**src/urx_cfg.svh**
```systemverilog
`ifndef URX_CFG_SVH
`define URX_CFG_SVH

// ****************************************************************
// Widths
// ****************************************************************
`define URX_DATA_W 10
`define URX_DIV_W 12
`define URX_IDX_W 5
`define URX_CNT_W 4

// ****************************************************************
// Oversampling figures
// ****************************************************************
`define URX_SPB_NORMAL 5'h10
`define URX_SPB_FAST 5'h08
`define URX_SF_NORMAL 5'h08
`define URX_SF_FAST 5'h04
`define URX_VOTE_SPAN 5'h02
`define URX_FIRST_SAMPLE 5'h01
`define URX_FAST_REARM 5'h07
`define URX_IDX_STEP 5'h01

// ****************************************************************
// Frame size limits
// ****************************************************************
`define URX_MIN_BITS 4'h5
`define URX_MAX_BITS 4'ha
`define URX_BIT_STEP 4'h1

// ****************************************************************
// Reset values and counter constants
// ****************************************************************
`define URX_LINE_IDLE 1'b1
`define URX_DIV_ZERO 12'h000
`define URX_DIV_STEP 12'h001
`define URX_CNT_ZERO 2'h0
`define URX_CNT_ONE 2'h1
`define URX_CNT_FULL 2'h2

`endif

```
**src/urx_pkg.sv**
```systemverilog
`include "urx_cfg.svh"

package urx_pkg;

    // ************************************************************
    // Recovery states
    // ************************************************************
    typedef enum logic [1:0] {
        ST_IDLE,
        ST_START,
        ST_BITS,
        ST_REARM
    } urx_state_t;

    // ************************************************************
    // One received frame with its status
    // ************************************************************
    typedef struct packed {
        logic frameError;
        logic [`URX_DATA_W-1:0] data;
    } urx_frame_t;

endpackage

```
**src/urx_recovery.sv**
```systemverilog
`include "urx_cfg.svh"

module urx_recovery import urx_pkg::*; (
    // Clock and reset
    input wire logic clk,
    input wire logic sys_rst,
    input wire logic clkEn,
    // Configuration
    input wire logic doubleSpeedSelect,
    input wire logic [`URX_DIV_W-1:0] baudDivisor,
    input wire logic [`URX_CNT_W-1:0] frameBits,
    // Serial line
    input wire logic rxSerial,
    // Receive buffer read side
    input wire logic readStrobe,
    output logic rxValid,
    output logic [`URX_DATA_W-1:0] rxData,
    output logic frameErrorFlag,
    // Status
    output logic busy,
    output logic startValid,
    output logic noiseReject,
    output logic frameDone,
    output logic frameDropped
);

    // ************************************************************
    // Helper functions
    // ************************************************************
    function automatic logic majority3(input logic [2:0] v);
        majority3 = (v[0] & v[1]) | (v[0] & v[2]) | (v[1] & v[2]);
    endfunction

    function automatic logic [`URX_IDX_W-1:0] samplesPerBit(
        input logic fast
    );
        samplesPerBit = fast ? `URX_SPB_FAST : `URX_SPB_NORMAL;
    endfunction

    function automatic logic [`URX_IDX_W-1:0] firstVote(input logic fast);
        firstVote = fast ? `URX_SF_FAST : `URX_SF_NORMAL;
    endfunction

    function automatic logic [`URX_CNT_W-1:0] clampBits(
        input logic [`URX_CNT_W-1:0] b
    );
        if (b < `URX_MIN_BITS) begin
            clampBits = `URX_MIN_BITS;
        end else if (b > `URX_MAX_BITS) begin
            clampBits = `URX_MAX_BITS;
        end else begin
            clampBits = b;
        end
    endfunction

    // ************************************************************
    // State
    // ************************************************************
    typedef struct packed {
        urx_state_t state;
        logic lastSample;
        logic [`URX_IDX_W-1:0] sampleIdx;
        logic [`URX_CNT_W-1:0] bitCount;
        logic [`URX_CNT_W-1:0] frameLen;
        logic [1:0] votes;
        logic [`URX_DATA_W-1:0] shiftData;
        logic fastMode;
        logic pushValid;
        urx_frame_t pushFrame;
        logic startValid;
        logic noiseReject;
    } urx_rx_state_t;

    urx_rx_state_t s;
    urx_rx_state_t next_s;

    logic sampleTick;
    logic [`URX_IDX_W-1:0] idx;
    logic [`URX_IDX_W-1:0] voteLo;
    logic [`URX_IDX_W-1:0] voteHi;
    logic inVote;
    logic decide;
    logic vote;
    urx_frame_t headFrame;

    // ************************************************************
    // Sample tick
    // ************************************************************
    urx_baud_tick u_tick (
        .clk(clk),
        .sys_rst(sys_rst),
        .clkEn(clkEn),
        .baudDivisor(baudDivisor),
        .sampleTick(sampleTick)
    );

    // ************************************************************
    // Sample window decode
    // ************************************************************
    always_comb begin
        // Number of the sample taken on this tick
        if (s.sampleIdx == samplesPerBit(s.fastMode)) begin
            idx = `URX_FIRST_SAMPLE;
        end else begin
            idx = s.sampleIdx + `URX_IDX_STEP;
        end
        voteLo = firstVote(s.fastMode);
        voteHi = voteLo + `URX_VOTE_SPAN;
        inVote = (idx >= voteLo) && (idx <= voteHi);
        decide = (idx == voteHi);
        vote = majority3({s.votes, rxSerial});
    end

    // ************************************************************
    // Clock and data recovery
    // ************************************************************
    always_comb begin
        next_s = s;
        next_s.pushValid = 1'b0;
        next_s.startValid = 1'b0;
        next_s.noiseReject = 1'b0;
        if (sampleTick) begin
            unique case (s.state)
                ST_IDLE: begin
                    next_s.lastSample = rxSerial;
                    if (s.lastSample && !rxSerial) begin
                        next_s.state = ST_START;
                        next_s.sampleIdx = `URX_FIRST_SAMPLE;
                        // Mode and size held for the whole frame
                        next_s.fastMode = doubleSpeedSelect;
                        next_s.frameLen = clampBits(frameBits);
                        next_s.bitCount = '0;
                        next_s.votes = '0;
                        next_s.shiftData = '0;
                    end
                end
                ST_START: begin
                    next_s.sampleIdx = idx;
                    if (inVote) begin
                        next_s.votes = {s.votes[0], rxSerial};
                    end
                    if (decide && vote) begin
                        next_s.state = ST_IDLE;
                        next_s.lastSample = rxSerial;
                        next_s.noiseReject = 1'b1;
                    end else if (decide) begin
                        // Counter stays aligned to this edge
                        next_s.startValid = 1'b1;
                    end
                    if (idx == `URX_FIRST_SAMPLE) begin
                        next_s.state = ST_BITS;
                        next_s.bitCount = '0;
                    end
                end
                ST_BITS: begin
                    next_s.sampleIdx = idx;
                    if (inVote) begin
                        next_s.votes = {s.votes[0], rxSerial};
                    end
                    if (idx == `URX_FIRST_SAMPLE) begin
                        next_s.bitCount = s.bitCount + `URX_BIT_STEP;
                    end
                    if (decide && s.bitCount < s.frameLen) begin
                        next_s.shiftData[s.bitCount] = vote;
                    end else if (decide) begin
                        // First stop bit ends the frame
                        next_s.pushValid = 1'b1;
                        next_s.pushFrame.data = s.shiftData;
                        next_s.pushFrame.frameError = !vote;
                        next_s.lastSample = rxSerial;
                        if (s.fastMode) begin
                            next_s.state = ST_REARM;
                        end else begin
                            next_s.state = ST_IDLE;
                        end
                    end
                end
                ST_REARM: begin
                    // Coarser sampling needs one more sample of margin
                    next_s.sampleIdx = idx;
                    next_s.lastSample = rxSerial;
                    if (idx == `URX_FAST_REARM) begin
                        next_s.state = ST_IDLE;
                    end
                end
            endcase
        end
    end

    always_ff @(posedge clk) begin
        if (sys_rst) begin
            s <= '0;
            s.state <= ST_IDLE;
            s.lastSample <= `URX_LINE_IDLE;
        end else if (clkEn) begin
            s <= next_s;
        end
    end

    // ************************************************************
    // Receive buffer
    // ************************************************************
    urx_frame_buf u_buf (
        .clk(clk),
        .sys_rst(sys_rst),
        .clkEn(clkEn),
        .pushValid(s.pushValid),
        .pushFrame(s.pushFrame),
        .readStrobe(readStrobe),
        .rxValid(rxValid),
        .headFrame(headFrame),
        .dropPulse(frameDropped)
    );

    // ************************************************************
    // Outputs
    // ************************************************************
    assign rxData = headFrame.data;
    assign frameErrorFlag = headFrame.frameError;
    assign busy = (s.state != ST_IDLE);
    assign startValid = s.startValid;
    assign noiseReject = s.noiseReject;
    assign frameDone = s.pushValid;

endmodule

```
**src/urx_baud_tick.sv**
```systemverilog
`include "urx_cfg.svh"

module urx_baud_tick import urx_pkg::*; (
    // Clock and reset
    input wire logic clk,
    input wire logic sys_rst,
    input wire logic clkEn,
    // Divisor
    input wire logic [`URX_DIV_W-1:0] baudDivisor,
    // Sample strobe
    output logic sampleTick
);

    // ************************************************************
    // State
    // ************************************************************
    typedef struct packed {
        logic [`URX_DIV_W-1:0] count;
        logic tick;
    } urx_tick_state_t;

    urx_tick_state_t s;
    urx_tick_state_t next_s;

    // Period is divisor plus one clocks; a live divisor change
    // takes effect at the next reload only
    always_comb begin
        next_s = s;
        if (s.count == `URX_DIV_ZERO) begin
            next_s.count = baudDivisor;
            next_s.tick = 1'b1;
        end else begin
            next_s.count = s.count - `URX_DIV_STEP;
            next_s.tick = 1'b0;
        end
    end

    always_ff @(posedge clk) begin
        if (sys_rst) begin
            s <= '0;
        end else if (clkEn) begin
            s <= next_s;
        end
    end

    assign sampleTick = s.tick & clkEn;

endmodule

```
**src/urx_frame_buf.sv**
```systemverilog
`include "urx_cfg.svh"

module urx_frame_buf import urx_pkg::*; (
    // Clock and reset
    input wire logic clk,
    input wire logic sys_rst,
    input wire logic clkEn,
    // Fill side
    input wire logic pushValid,
    input wire urx_frame_t pushFrame,
    // Read side
    input wire logic readStrobe,
    output logic rxValid,
    output urx_frame_t headFrame,
    output logic dropPulse
);

    // ************************************************************
    // State: head slot drives headFrame directly
    // ************************************************************
    typedef struct packed {
        urx_frame_t [1:0] slot;
        logic [1:0] count;
        logic drop;
    } urx_buf_state_t;

    urx_buf_state_t s;
    urx_buf_state_t next_s;
    logic [1:0] left;

    // Pop before push, so a full buffer read in the same cycle
    // still takes the new frame
    always_comb begin
        next_s = s;
        next_s.drop = 1'b0;
        left = s.count;
        if (readStrobe && s.count != `URX_CNT_ZERO) begin
            next_s.slot[0] = s.slot[1];
            left = s.count - `URX_CNT_ONE;
        end
        next_s.count = left;
        if (pushValid) begin
            if (left == `URX_CNT_ZERO) begin
                next_s.slot[0] = pushFrame;
                next_s.count = `URX_CNT_ONE;
            end else if (left == `URX_CNT_ONE) begin
                next_s.slot[1] = pushFrame;
                next_s.count = `URX_CNT_FULL;
            end else begin
                next_s.drop = 1'b1;
            end
        end
    end

    always_ff @(posedge clk) begin
        if (sys_rst) begin
            s <= '0;
        end else if (clkEn) begin
            s <= next_s;
        end
    end

    assign rxValid = (s.count != `URX_CNT_ZERO);
    assign headFrame = s.slot[0];
    assign dropPulse = s.drop;

endmodule

```
**config.mk**
```make
export PLATFORM = sky130hd
export DESIGN_NAME = urx_recovery
export DESIGN_NICKNAME = d
export VERILOG_FILES = /design/src/urx_pkg.sv /design/src/urx_recovery.sv /design/src/urx_baud_tick.sv /design/src/urx_frame_buf.sv
export VERILOG_INCLUDE_DIRS = /design/src
export SDC_FILE = /design/constraint.sdc
export NUM_CORES = 1
export LEC_CHECK = 0
export ABC_AREA = 1
export BUFFER_PORTS_ARGS = -buffer_cell sky130_fd_sc_hd__buf_2
export CORE_ASPECT_RATIO = 0.5
export CORE_UTILIZATION = 35
export CTS_CLUSTER_DIAMETER = 40
export DETAILED_ROUTE_END_ITERATION = 6
export PLACE_DENSITY = 0.63
export SLEW_MARGIN = 20
export SYNTH_ARGS = -nofsm -noshare
export SYNTH_HDL_FRONTEND = slang
export SYNTH_SLANG_ARGS = --single-unit
```
**constraint.sdc**
```tcl
create_clock -name clk -period 2.85 [get_ports clk]
set_clock_uncertainty 0.1 [all_clocks]
set_input_delay 0.285 -clock clk [delete_from_list [all_inputs] [get_ports clk]]
set_output_delay 0.285 -clock clk [all_outputs]
set_load 0.1 [all_outputs]
```
==> results.md <==
- Initial Utilization: 37.0%
- Cts bufs inserted: 9
- DR vias: 4007
- Gr usage total: 16.1%
- CTS H-Tree Depth: 3
- CP Buf/Inv Count: 3
- Final period util: 91.6%
- WS Path Type: flop to flop
- Worst hold slack: 0.115 ns
- Min-Delay Path Class: primary input to flop
- RR Endpoint: s[19]
- Area of the multi-input gates: 0.00247 mm²
- CTS max path bufs: 2
- YS warnings: 0
- Post-layout min period: 2.61 ns
- Hold Path Depth: 3
- Routed WL per cell: 12.0 µm
- Area leader, netlist: dfxtp_1
- Worst path max stage delay: 0.37 ns
- Final setup fails: 0
- Register area share after synthesis: 36.1%
- Drt drc: 0
- IO Count: 39
- Chip height: 82.1 µm
- Initial antenna violation count: 0
- Fillers: 1258
- Largest net degree at the start of global routing: 45
- HPWL Detailed: 6960 µm
- Die X: 162 µm
- Crit path max-delay family: simple AND/OR/NAND/NOR gates
- Synth Instances: 629
- Synth cell count leaders: nand2_1, nor2_1, dfxtp_1, a21oi_1, inv_1
- Placed Area: 0.00481 mm²
- Area grow syn2layout: 15.2%
- Die ar.: 0.0133 mm²
- CP arrival: 2.79 ns
- Synth Area in Adders: 6.68%
- Routability cong.: 0.852
- Vias in the first global route: 3646
- Hold wc startpoint: frameBits[0]
- Worst Setup Start Kind: flop
- Clock latency on the worst-skew pair: 0.34 ns
- Yosys cell types: 43
- Largest family of logic cells by synthesized area: simple AND/OR/NAND/NOR gates
- Critical path peak fanout: 20
- EDFF count, synth: 0
- Post-synthesis compound-gate area fraction: 18.5%
- Post-Synth XOR/XNOR Area: 0.974%
- Antenna Nets Post-Route: 0
- Non-Filler Cell Area, Final: 0.00518 mm²
- Top post-synthesis cells by area: dfxtp_1, nand2_1, nor2_1, a21oi_1, ha_1
- Synth Net Count: 675
- CTS Sinks: 81
- Crit end category: flop
- Clk pin slew, worst setup/hold paths: 0.07 ns
- Final net count: 702
- Mapped Area: 0.00450 mm²
- Core ar.: 0.0122 mm²
- Ant. Diodes: 0
- DRT iter0 DRCs: 215
- Global-route wire length before repair: 17200 µm
- # port buffers: 38
- FMAX: 383 MHz
- Ordered cell list for the critical path: inv_2 > ha_1 > inv_1 > nor2_4 > nand3_4 > nand2_1 > ha_1 > nand3_1 > nand3b_1 > nor2_4 > nand2_1 > o21ai_2 > buf_12 > nand4_1 > a21oi_2
- Status: completed
- Worst Path Required: 3.03 ns
- Cells after DPL: 809
- CTS tree: done
- Root buffer cell: clkbuf_16
- Mean Syn Cell Area: 7.15 µm²
- Cell with the most instances after synthesis: nand2_1
- Final wirelength: 9930 µm
- GRT overflow: 0
- Total power: 3.59 mW
- VDD IR-drop max: 0.000355 V
- Pre-antenna DRT Iters: 4
- Async SR Flop Fraction: 0%
- Post-synthesis mux area share: 2.25%
- FP Rows: 28
- Critical path's slowest cell: dfxtp_1
- Worst slew pin tran: 0.646 ns
- Register area: 0.00162 mm²
- Register bit count reported by yosys: 81
- Worst setup startpoint: s[35]
- Fraction of the mapped netlist area in simple logic gates: 26.0%
- RSZ-0062 raised after global routing: false
- Layout cell share with drive strength beyond 1: 16.0%
- Worst R2R Path Depth: 15
- Average vias per placed instance: 4.85
- Worst reg2reg startpoint: s[35]
- Finished Layout Cells: 826
- Slew Limit Fails: 0
- Leak pwr: 2.23 nW
- Slew HR: 56.8%
- Reg2reg setup slack: 0.24 ns
- Top cell type's share of synthesized area: 36.1%
- Hold endpoint: s[27]
- Max cap viols: 0
- Power per cell area: 694 mW/mm²
- Synth Flop Type: dfxtp_1
- Final hold vios: 0
## kinds of logic (layout without fill, tap and decap cells)
group | Yosys count | in the layout
buf+inv | 96 | 128
flops | 81 | 81
mux | 9 | 9
xor+xnor | 5 | 5
simple gates | 267 | 267
fa+ha+maj | 24 | 24
compound gates | 147 | 147
## state kept, by name (all words and copies together), names as in the netlist
signal,flops
u_buf.s,13
startValid,1
frameDone,1
noiseReject,1
u_tick.s,13
u_buf.dropPulse,1
u_buf.headFrame,11
s,40
## report_power, final
part           switching (mW)  total, mW  internal (mW)  leakage (nW)
logic                   0.647      0.982          0.335          1.41
registers              0.0727       1.30           1.23         0.657
clock network           0.525       1.31          0.788         0.164
total                    1.24       3.59           2.35          2.23
## per-layer routing
layer | GRT usage (%) | share of wire (%) | vias to the layer above
li1 | - | - | 2142
met1 | 21.8 | 54 | 1814
met2 | 25.4 | 42 | 42
met3 | 3.80 | 2.9 | 9
met4 | 4.81 | 0.98 | 0
met5 | 0 | 0 | -
## metrics by stage
| stage | setup TNS (ns) | util [%] | setup WS, ns |
|---|---|---|---|
| after detailed placement | 0 | 39.5 | 0.127 |
| after CTS | 0 | 42.3 | 0.109 |
| after global routing | 0 | 42.6 | 0.00235 |
| after floorplan | -0.00154 | - | -0.00154 |
| final | 0 | 42.6 | 0.238 |
| after global placement | 0 | 39.5 | 0.252 |
## worst register-to-register path, delay by kind of cell (launching register included)
family	cells	cell delay, ns
AND/OR/NAND/NOR	8	0.93
buffers and inverters	3	0.35
flip-flops	1	0.37
AO/OA/AOI/OAI	2	0.34
adder cells (fa/ha/maj)	2	0.50
## repair_timing
action	CTS	global route
hold buffers	0	0
endpoints found under the setup margin	0	28
resized for setup	0	9
buffers inserted	0	1
## cell type report
type	count	share of cell area, %
clock buffers	9	4.35
clock inverters	7	2.10
inverters	60	4.42
multi-input cells	452	47.8
flip-flops and latches	81	31.3
well taps	165	3.99
repair buffers	52	6.02
## how the worst max path moves through the flow
stage                                      to  slack (ns)  cells past startpoint
after global placement     u_buf.headFrame[7]        0.25                     11
after detailed placement                s[11]        0.13                     15
after global routing                    s[18]       0.002                     16
final                                   s[19]        0.24                     15
after CTS                               s[41]        0.11                     16
after floorplan           u_buf.headFrame[10]      -0.002                     13
## placed cells by master, fill, tap and decap left out, types with 4 or more instances in the layout
cell       count
o211ai_1       7
xor2_1         4
nor2_4         4
nand2_1      105
nand3_1       32
buf_2         38
clkbuf_16      9
buf_4         12
dfxtp_1       80
a21oi_1       60
nor2_1        90
o21ai_0       56
nand2_2        6
inv_1         56
nand4_1       16
mux2_2         9
ha_1          24
No activity file was read; power rests on OpenSTA's default activity.
